File: src/core/efa_pkg.sv
// Package for the external fault annunciator: register map, fields, types.
// Assumes a 32-bit APB slave on a single 10 MHz clock.
package efa_pkg;
    // ==========================================================
    // Register offsets (byte addresses)
    localparam logic [7:0] EFA_OFF_HEAVY_CODE  = 8'h00;
    localparam logic [7:0] EFA_OFF_LIGHT_CODE  = 8'h04;
    localparam logic [7:0] EFA_OFF_CHECK       = 8'h08;
    localparam logic [7:0] EFA_OFF_SUM_ERR     = 8'h0c;
    localparam logic [7:0] EFA_OFF_SUM_WARN    = 8'h10;
    localparam logic [7:0] EFA_OFF_SCAN_END    = 8'h14;
    localparam logic [7:0] EFA_OFF_INDICATORS  = 8'h18;
    localparam logic [7:0] EFA_OFF_IRQ_STATUS  = 8'h1c;
    localparam logic [7:0] EFA_OFF_IRQ_MASK    = 8'h20;
    localparam logic [7:0] EFA_OFF_LIGHT_ALIAS = 8'h24;
    // ==========================================================
    // Field positions
    localparam int EFA_BIT_HEAVY_CHK = 0;
    localparam int EFA_BIT_LIGHT_CHK = 1;
    localparam int EFA_BIT_ANNUNCIATOR_ERROR_BIT  = 0;
    localparam int EFA_BIT_ANNUNCIATOR_WARNING_BIT = 0;
    localparam int EFA_BIT_IRQ_HEAVY = 0;
    localparam int EFA_BIT_IRQ_LIGHT = 1;
    // ==========================================================
    // Reset values
    localparam logic [31:0] EFA_RST_WORD = 32'h0000_0000;
    localparam logic [1:0]  EFA_RST_BITS = 2'h0;
    // ==========================================================
    // Indicator bundle
    typedef struct packed {
        logic error_indicator;
        logic supply_status_indicator;
        logic check_indicator;
    } efa_leds_t;

    typedef enum logic [1:0] {
        EFA_RUN,
        EFA_HALT
    } efa_state_t;
endpackage

File: src/core/efa_word_reg.sv
// Small register bank for the two fault code words.
// Assumes one clock and asynchronous active-high reset.
`timescale 1ns/1ns
module efa_word_reg
    import efa_pkg::*;
#(
    parameter int WIDTH = 32
) (
    // Clock and reset
    input  wire logic             clk,
    input  wire logic             sys_rst,
    // Write port
    input  wire logic             wr_en,
    input  wire logic             wr_sel,
    input  wire logic [WIDTH-1:0] wr_data,
    // Read port, registered
    input  wire logic             rd_sel,
    output logic      [WIDTH-1:0] rd_data,
    // Live values
    output logic      [WIDTH-1:0] word0,
    output logic      [WIDTH-1:0] word1
);
    // ==========================================================
    // Storage
    always_ff @(posedge clk or posedge sys_rst) begin
        if (sys_rst) begin
            word0 <= WIDTH'(EFA_RST_WORD);
            word1 <= WIDTH'(EFA_RST_WORD);
        end else if (wr_en && !wr_sel) begin
            word0 <= wr_data;
        end else if (wr_en && wr_sel) begin
            word1 <= wr_data;
        end
    end

    always_ff @(posedge clk or posedge sys_rst) begin
        if (sys_rst) begin
            rd_data <= WIDTH'(EFA_RST_WORD);
        end else begin
            rd_data <= rd_sel ? word1 : word0;
        end
    end
endmodule

File: src/core/efa_annunciator.sv
// External fault annunciator: evaluates fault code words at scan end.
// Assumes an APB master on clk and a one-cycle scan_end pulse or register.
//
// Overview of operation
// RULE_01: Heavy faults halt; light faults only warn.
// RULE_02: Heavy word evaluated at scan end when requested.
// RULE_03: Heavy fault sets annunciator error bit.
// RULE_04: Heavy fault forces outputs off, holds error state.
// RULE_05: Heavy fault lights error, supply, check indicators.
// RULE_06: Heavy indicators latch until controller reset.
// RULE_07: Heavy code word stays readable.
// RULE_08: Light word evaluated at scan end when requested.
// RULE_09: Light fault sets warning bit, supply, check.
// RULE_10: Clearing light request clears warning and indicators.
// RULE_11: Light code word stays directly readable.
// RULE_12: Zero code means no fault; nonzero faults.
`timescale 1ns/1ns
module efa_annunciator
    import efa_pkg::*;
(
    // Clock and reset
    input  wire logic        clk,
    input  wire logic        sys_rst,
    // APB slave
    input  wire logic        psel,
    input  wire logic        penable,
    input  wire logic        pwrite,
    input  wire logic [7:0]  paddr,
    input  wire logic [31:0] pwdata,
    output logic      [31:0] prdata,
    output logic             pready,
    output logic             pslverr,
    // Scan completion from the sequencer
    input  wire logic        scan_end,
    // Plant side
    output logic             outputs_off,
    output logic             halted,
    output efa_leds_t        leds,
    // Interrupt
    output logic             irq
);
    // ==========================================================
    // Bus decode
    wire acc      = psel && penable;
    wire wr       = acc && pwrite;
    wire rd       = acc && !pwrite;
    wire hit_hc   = paddr == EFA_OFF_HEAVY_CODE;
    wire hit_lc   = paddr == EFA_OFF_LIGHT_CODE;
    wire hit_la   = paddr == EFA_OFF_LIGHT_ALIAS;
    wire hit_chk  = paddr == EFA_OFF_CHECK;
    wire hit_se   = paddr == EFA_OFF_SUM_ERR;
    wire hit_sw   = paddr == EFA_OFF_SUM_WARN;
    wire hit_scan = paddr == EFA_OFF_SCAN_END;
    wire hit_led  = paddr == EFA_OFF_INDICATORS;
    wire hit_ist  = paddr == EFA_OFF_IRQ_STATUS;
    wire hit_msk  = paddr == EFA_OFF_IRQ_MASK;
    wire hit_code = hit_hc || hit_lc || hit_la;
    wire mapped   = hit_code || hit_chk || hit_se || hit_sw || hit_scan
                    || hit_led || hit_ist || hit_msk;

    // ==========================================================
    // Code words, kept readable at all times
    logic [31:0] heavy_fault_code_word;
    logic [31:0] light_fault_code_word;
    logic [31:0] code_rd;

    efa_word_reg #(
        .WIDTH (32)
    ) u_words (
        .clk     (clk),
        .sys_rst (sys_rst),
        .wr_en   (wr && hit_code),
        .wr_sel  (!hit_hc),
        .wr_data (pwdata),
        .rd_sel  (!hit_hc),
        .rd_data (code_rd),
        .word0   (heavy_fault_code_word),
        .word1   (light_fault_code_word)
    );

    // ==========================================================
    // Check requests and scan end
    logic heavy_check_request;
    logic light_check_request;
    logic scan_end_sw;

    always_ff @(posedge clk or posedge sys_rst) begin
        if (sys_rst) begin
            heavy_check_request <= 1'b0;
            light_check_request <= 1'b0;
        end else if (wr && hit_chk) begin
            heavy_check_request <= pwdata[EFA_BIT_HEAVY_CHK];
            light_check_request <= pwdata[EFA_BIT_LIGHT_CHK];
        end
    end

    // Software may also end a scan; a write pulses it for one cycle
    always_ff @(posedge clk or posedge sys_rst) begin
        if (sys_rst) begin
            scan_end_sw <= 1'b0;
        end else begin
            scan_end_sw <= wr && hit_scan && pwdata[0];
        end
    end

    wire scan_done   = scan_end || scan_end_sw;
    // Any nonzero code counts as a fault of its class
    wire heavy_set   = |heavy_fault_code_word;                 // RULE_12
    wire light_set   = |light_fault_code_word;                 // RULE_12
    wire heavy_found = scan_done && heavy_check_request
                       && heavy_set;                           // RULE_02
    wire light_found = scan_done && light_check_request
                       && light_set;                           // RULE_08

    // ==========================================================
    // Heavy fault state: only a reset leaves it
    efa_state_t state;
    efa_state_t next_state;
    logic       annunciator_error_bit;
    logic       annunciator_warning_bit;

    always_comb begin
        next_state = state;
        case (state)
            EFA_RUN: begin
                if (heavy_found) begin
                    next_state = EFA_HALT;                     // RULE_01
                end
            end
            EFA_HALT: begin
                next_state = EFA_HALT;                         // RULE_06
            end
            default: begin
                next_state = EFA_HALT;
            end
        endcase
    end

    always_ff @(posedge clk or posedge sys_rst) begin
        if (sys_rst) begin
            state <= EFA_RUN;
        end else begin
            state <= next_state;
        end
    end

    always_ff @(posedge clk or posedge sys_rst) begin
        if (sys_rst) begin
            annunciator_error_bit <= 1'b0;
        end else if (heavy_found) begin
            annunciator_error_bit <= 1'b1;                     // RULE_03
        end
    end

    // Dropping the request wins: the warning follows the request bit
    always_ff @(posedge clk or posedge sys_rst) begin
        if (sys_rst) begin
            annunciator_warning_bit <= 1'b0;
        end else if (!light_check_request) begin
            annunciator_warning_bit <= 1'b0;                   // RULE_10
        end else if (light_found) begin
            annunciator_warning_bit <= 1'b1;                   // RULE_09
        end
    end

    // ==========================================================
    // Plant outputs
    wire heavy_on = state == EFA_HALT;
    assign halted      = heavy_on;                             // RULE_04
    assign outputs_off = heavy_on;                             // RULE_04
    assign leds.error_indicator         = heavy_on;            // RULE_05
    assign leds.supply_status_indicator = heavy_on
                                || annunciator_warning_bit;    // RULE_09
    assign leds.check_indicator         = heavy_on
                                || annunciator_warning_bit;    // RULE_09

    // ==========================================================
    // Interrupts: read clears, a new event in the same cycle wins
    logic [1:0] irq_status;
    logic [1:0] irq_mask;
    wire  [1:0] irq_event = {light_found && !annunciator_warning_bit,
                             heavy_found && !heavy_on};
    wire        ist_read  = rd && hit_ist;

    always_ff @(posedge clk or posedge sys_rst) begin
        if (sys_rst) begin
            irq_status <= EFA_RST_BITS;
        end else begin
            irq_status <= (ist_read ? 2'h0 : irq_status) | irq_event;
        end
    end

    always_ff @(posedge clk or posedge sys_rst) begin
        if (sys_rst) begin
            irq_mask <= EFA_RST_BITS;
        end else if (wr && hit_msk) begin
            irq_mask <= pwdata[1:0];
        end
    end

    assign irq = |(irq_status & irq_mask);

    // ==========================================================
    // Read mux; code words come from the bank's registered port
    wire [31:0] rd_other =
        hit_chk ? {30'h0, light_check_request, heavy_check_request} :
        hit_se  ? {31'h0, annunciator_error_bit} :
        hit_sw  ? {31'h0, annunciator_warning_bit} :
        hit_led ? {29'h0, leds} :
        hit_ist ? {30'h0, irq_status} :
        hit_msk ? {30'h0, irq_mask} : 32'h0;

    // Code reads take one wait state so the bank register settles
    logic code_wait;
    always_ff @(posedge clk or posedge sys_rst) begin
        if (sys_rst) begin
            code_wait <= 1'b0;
        end else begin
            code_wait <= acc && hit_code && !pwrite && !code_wait;
        end
    end

    assign pready  = !(acc && hit_code && !pwrite && !code_wait);
    assign prdata  = hit_code ? code_rd : rd_other;  // RULE_07 RULE_11
    assign pslverr = acc && !mapped;

    // ==========================================================
    // Checks
    property p_heavy_halts;
        @(posedge clk) disable iff (sys_rst)
        heavy_found |=> halted && outputs_off && leds.error_indicator;
    endproperty
    a_heavy_halts: assert property (p_heavy_halts) // RULE_04
        else $error("heavy fault did not halt");

    property p_err_bit;
        @(posedge clk) disable iff (sys_rst)
        heavy_found |=> annunciator_error_bit;
    endproperty
    a_err_bit: assert property (p_err_bit) // RULE_03
        else $error("error bit not set");

    property p_latched;
        @(posedge clk) disable iff (sys_rst)
        halted |=> halted && leds.error_indicator && leds.check_indicator;
    endproperty
    a_latched: assert property (p_latched) // RULE_06
        else $error("heavy fault released without reset");

    property p_leds_heavy;
        @(posedge clk) disable iff (sys_rst)
        leds.error_indicator |-> leds.supply_status_indicator
                                 && leds.check_indicator;
    endproperty
    a_leds_heavy: assert property (p_leds_heavy) // RULE_05
        else $error("heavy indicators incomplete");

    property p_no_check;
        @(posedge clk) disable iff (sys_rst)
        (scan_done && !heavy_check_request && !halted) |=> !halted;
    endproperty
    a_no_check: assert property (p_no_check) // RULE_02
        else $error("halted without check request");

    property p_zero_code;
        @(posedge clk) disable iff (sys_rst)
        (heavy_fault_code_word == 32'h0 && !halted) |=> !halted;
    endproperty
    a_zero_code: assert property (p_zero_code) // RULE_12
        else $error("zero code raised a fault");

    property p_warn_set;
        @(posedge clk) disable iff (sys_rst)
        light_found |=> annunciator_warning_bit
                        || !light_check_request;
    endproperty
    a_warn_set: assert property (p_warn_set) // RULE_08
        else $error("warning not raised");

    property p_warn_no_err;
        @(posedge clk) disable iff (sys_rst)
        (annunciator_warning_bit && !halted) |->
            !leds.error_indicator && leds.check_indicator;
    endproperty
    a_warn_no_err: assert property (p_warn_no_err) // RULE_09
        else $error("warning indicators wrong");

    property p_warn_clear;
        @(posedge clk) disable iff (sys_rst)
        $fell(light_check_request) |=> !annunciator_warning_bit;
    endproperty
    a_warn_clear: assert property (p_warn_clear) // RULE_10
        else $error("warning not cleared");

    property p_light_read;
        @(posedge clk) disable iff (sys_rst)
        (rd && hit_lc && pready) |-> prdata == light_fault_code_word;
    endproperty
    a_light_read: assert property (p_light_read) // RULE_11
        else $error("light code read wrong");

    property p_warn_only;
        @(posedge clk) disable iff (sys_rst)
        (light_found && !heavy_found && !halted) |=> !halted;
    endproperty
    a_warn_only: assert property (p_warn_only) // RULE_01
        else $error("light fault halted");

    property p_heavy_read;
        @(posedge clk) disable iff (sys_rst)
        (rd && hit_hc && pready) |-> prdata == heavy_fault_code_word;
    endproperty
    a_heavy_read: assert property (p_heavy_read) // RULE_07
        else $error("heavy code read wrong");

    // Evaluation happens only at a scan end, never in mid-scan
    property p_no_scan_halt;
        @(posedge clk) disable iff (sys_rst)
        (!scan_done && !halted) |=> !halted;
    endproperty
    a_no_scan_halt: assert property (p_no_scan_halt) // RULE_02
        else $error("halted outside scan end");

    property p_no_scan_warn;
        @(posedge clk) disable iff (sys_rst)
        (!scan_done && !annunciator_warning_bit) |=> !annunciator_warning_bit;
    endproperty
    a_no_scan_warn: assert property (p_no_scan_warn) // RULE_08
        else $error("warning raised outside scan end");

    property p_err_stays;
        @(posedge clk) disable iff (sys_rst)
        annunciator_error_bit |=> annunciator_error_bit;
    endproperty
    a_err_stays: assert property (p_err_stays) // RULE_06
        else $error("error bit dropped without reset");

    property p_warn_follow;
        @(posedge clk) disable iff (sys_rst)
        !light_check_request |=> !annunciator_warning_bit;
    endproperty
    a_warn_follow: assert property (p_warn_follow) // RULE_10
        else $error("warning kept without request");

    c_heavy: cover property (@(posedge clk) heavy_found);
    c_light: cover property (@(posedge clk) light_found);
    c_clear: cover property (@(posedge clk) $fell(annunciator_warning_bit));
    c_irq:   cover property (@(posedge clk) irq);
    c_sw:    cover property (@(posedge clk) scan_end_sw && heavy_found);
endmodule

File: config.mk
export PLATFORM = sky130hd
export DESIGN_NAME = efa_annunciator
export DESIGN_NICKNAME = d
export VERILOG_FILES = /design/src/core/efa_pkg.sv /design/src/core/efa_word_reg.sv /design/src/core/efa_annunciator.sv
export SDC_FILE = /design/constraint.sdc
export NUM_CORES = 1
export LEC_CHECK = 0
export ABC_AREA = 1
export BUFFER_PORTS_ARGS = -buffer_cell sky130_fd_sc_hd__buf_2
export CORE_MARGIN = 3
export CORE_UTILIZATION = 40
export DETAILED_ROUTE_END_ITERATION = 8
export PLACE_DENSITY = 0.57
export SYNTH_ARGS = -nofsm -noshare
export SYNTH_HDL_FRONTEND = slang
export SYNTH_SLANG_ARGS = --single-unit
File: constraint.sdc
create_clock -name clk -period 3.6 [get_ports clk]
set_input_delay 0.36 -clock clk [delete_from_list [all_inputs] [get_ports clk]]
set_output_delay 0.36 -clock clk [all_outputs]
set_load 0.02 [all_outputs]
==> results.txt <==
placed cells: 823
placed inst area: 0.005612 mm²
Max-cap violations: 0
Max Fclk: 449.6 MHz
number of synthesis warnings: 0
DRC violations left: 0
Initial Util: 41.95%
area of the mapped netlist: 0.005165 mm²
mean area per synthesized cell: 8.725 µm²
post-CTS resize count: 0
Final Hold Viols: 0
Sequential Area: 0.002678 mm²
WL per Instance: 13.48 µm
post-route design area: 0.005973 mm²
clock skew: 9.339 ps
die height: 119.6 µm
RSZ-0062 raised after global routing: no
Setup crit end kind: output pin
H-tree levels: 3
vias post-DR: 3915
fin nets: 712
CTS root buffer: clkbuf_16
CP Cell Sequence: buf_2 -> inv_2 -> nand2_4 -> nor2_8 -> nand2_8 -> o21ai_4 -> inv_2 -> nand3_1 -> nor2_1 -> buf_2
number of setup buffers added after CTS: 0
die area: 0.01431 mm²
leading cell types in the layout, fill and taps excluded: nand2_1 (173), dfrtp_1 (107), inv_1 (86), buf_2 (85), o21ai_2 (64)
clock transition at the registers of the reported paths: 70 ps
DP Wirelength: 7872 µm
pwr/cell area: 432.8 mW/mm²
commonest non-fill, non-tap cell in the layout: nand2_1
Max FO, Critical Path: 35
distinct cell type count after synthesis: 27
final setup fails: 0
clk buf depth: 2
CTS tree: done
Buffers on Ports: 85
vias per cell: 4.666
Hold-fix buffers, CTS: 0
first-pass detailed-route iteration total: 4
CP required: 3240 ps
total CTS buffers: 9
startpoint types: input port
Ports: 86
VDD IR max: 0.0001860 V
Post-Layout Cell Count: 839
filler cell count: 1247
ANT cells: 0
DIE WIDTH: 119.6 µm
Final Max Slew Viols: 0
final WL: 11310 µm
Cells after Synth: 592
status: finished, final reports clean
area of the multi-input gates: 0.001911 mm²
Remaining Overflow, GRT: 0
Slew @ Worst Pin: 935.7 ps
final critical-path share of the clock period: 61.78%
antenna violations before repair: 0
Hold Path Class: in2async
Slowest-stage cell, CP: inv_2
Synth Register Bits: 107
largest net degree at the start of global routing: 65
gr usage total: 16.46%
share of post-route cells with drive strength above 1: 28.32%
Synth Net Count: 638
Final GP Congestion: 0.8573
setup_tns: 0 ps
FP Rows: 40
clk_lat worst skew: 340 ps
LEAKAGE: 0.003092 µW
DRT iter0 DRCs: 276
antenna-violating nets left: 0
Layout area overhead: 15.65%
Crit Path Class: in2out
first-pass GRT wire length: 18960 µm
core area: 0.01231 mm²
vias in the first global route: 3841
Sink Count: 107
Critical Path AT: 1860 ps
sequential share of the synthesized area: 51.84%
slew margin rel.: 37.62%
slowest stage delay, CP: 430 ps
minimum clock period: 2224 ps
-- worst max-delay path: cells and delay by family --
family / cells / cell delay [ps]
simple gates: 5 / 580
compound gates: 1 / 120
buf+inv: 4 / 790
-- cell usage after synthesis (all sizes together) --
cell / instances / area (µm²)
nand2: 177 / 711.9
dfrtp: 107 / 2678
inv: 96 / 365.4
o21ai: 87 / 686.9
nor2: 64 / 282.8
buf: 22 / 198.9
nand3: 14 / 100.1
nand4: 9 / 56.30
nor3: 9 / 45.04
and2: 2 / 12.51
clkbuf: 2 / 7.510
a22o: 1 / 8.760
clkinv: 1 / 5.000
nor4: 1 / 6.260
-- cell type report --
class                   instances  area share, %
clock buffers                  12          4.462
clock inverters                 4          1.592
inverters                      97          6.242
multi-input cells             364          31.99
flip-flops and latches        107          44.83
well taps                     168          3.519
repair buffers                 87          7.373
-- through the flow --
step,worst slack (ps),power [µW],utilization [%],hold slack [ps]
CTS,1325,2610,48.52,163.0
global placement,1378,1439,45.58,464.8
detailed placement,1326,1443,45.58,466.3
finish,1376,2585,48.52,137.1
floorplan,422.8,1376,-,434.3
global route,1197,2684,48.52,196.4
-- metal layers --
| metal | routed length [µm] | GRT usage, % |
|---|---|---|
| met1 | 5285 | 22.19 |
| met2 | 5434 | 26.80 |
| met3 | 411 | 2.639 |
| met4 | 182 | 6.228 |
| met5 | 0 | 0 |
-- worst paths after layout --
check	from	endpoint	slack, ps	depth (start not counted)
worst max-delay path	paddr[2]	pslverr	1380	10
worst min-delay path	sys_rst	u_words.word1[7]	140	2
worst max register to register	u_words.word1[24]	irq_status[1]	2270	8
worst min register to register	annunciator_error_bit	annunciator_error_bit	470	2
max in group asynchronous	sys_rst	u_words.rd_data[8]	2590	3
min in group clk	pwdata[24]	u_words.word1[24]	290	3
-- flip-flops by register name (all words and copies together) (netlist names) --
name	flops
annunciator_error_bit	1
u_words.word0	32
irq_mask	2
scan_end_sw	1
irq_status	2
heavy_check_request	1
u_words.word1	32
state	1
code_wait	1
light_check_request	1
annunciator_warning_bit	1
u_words.rd_data	32
-- where the power goes --
part	total, µW	leakage, µW	internal [µW]	switching [µW]
sequential	1240	0.00148	1230	15.5
clock	1170	0.000179	736	434
combinational	172	0.00144	56.9	116
-- kinds of logic (layout without fill, tap and decap cells) --
logic type	count (synthesis)	in the layout	synth area share [%]
simple gates	276	276	23.52
flops	107	107	51.84
buf+inv	121	200	11.17
compound gates	88	88	13.47
Note: power is estimated with default switching activity, not from simulation.
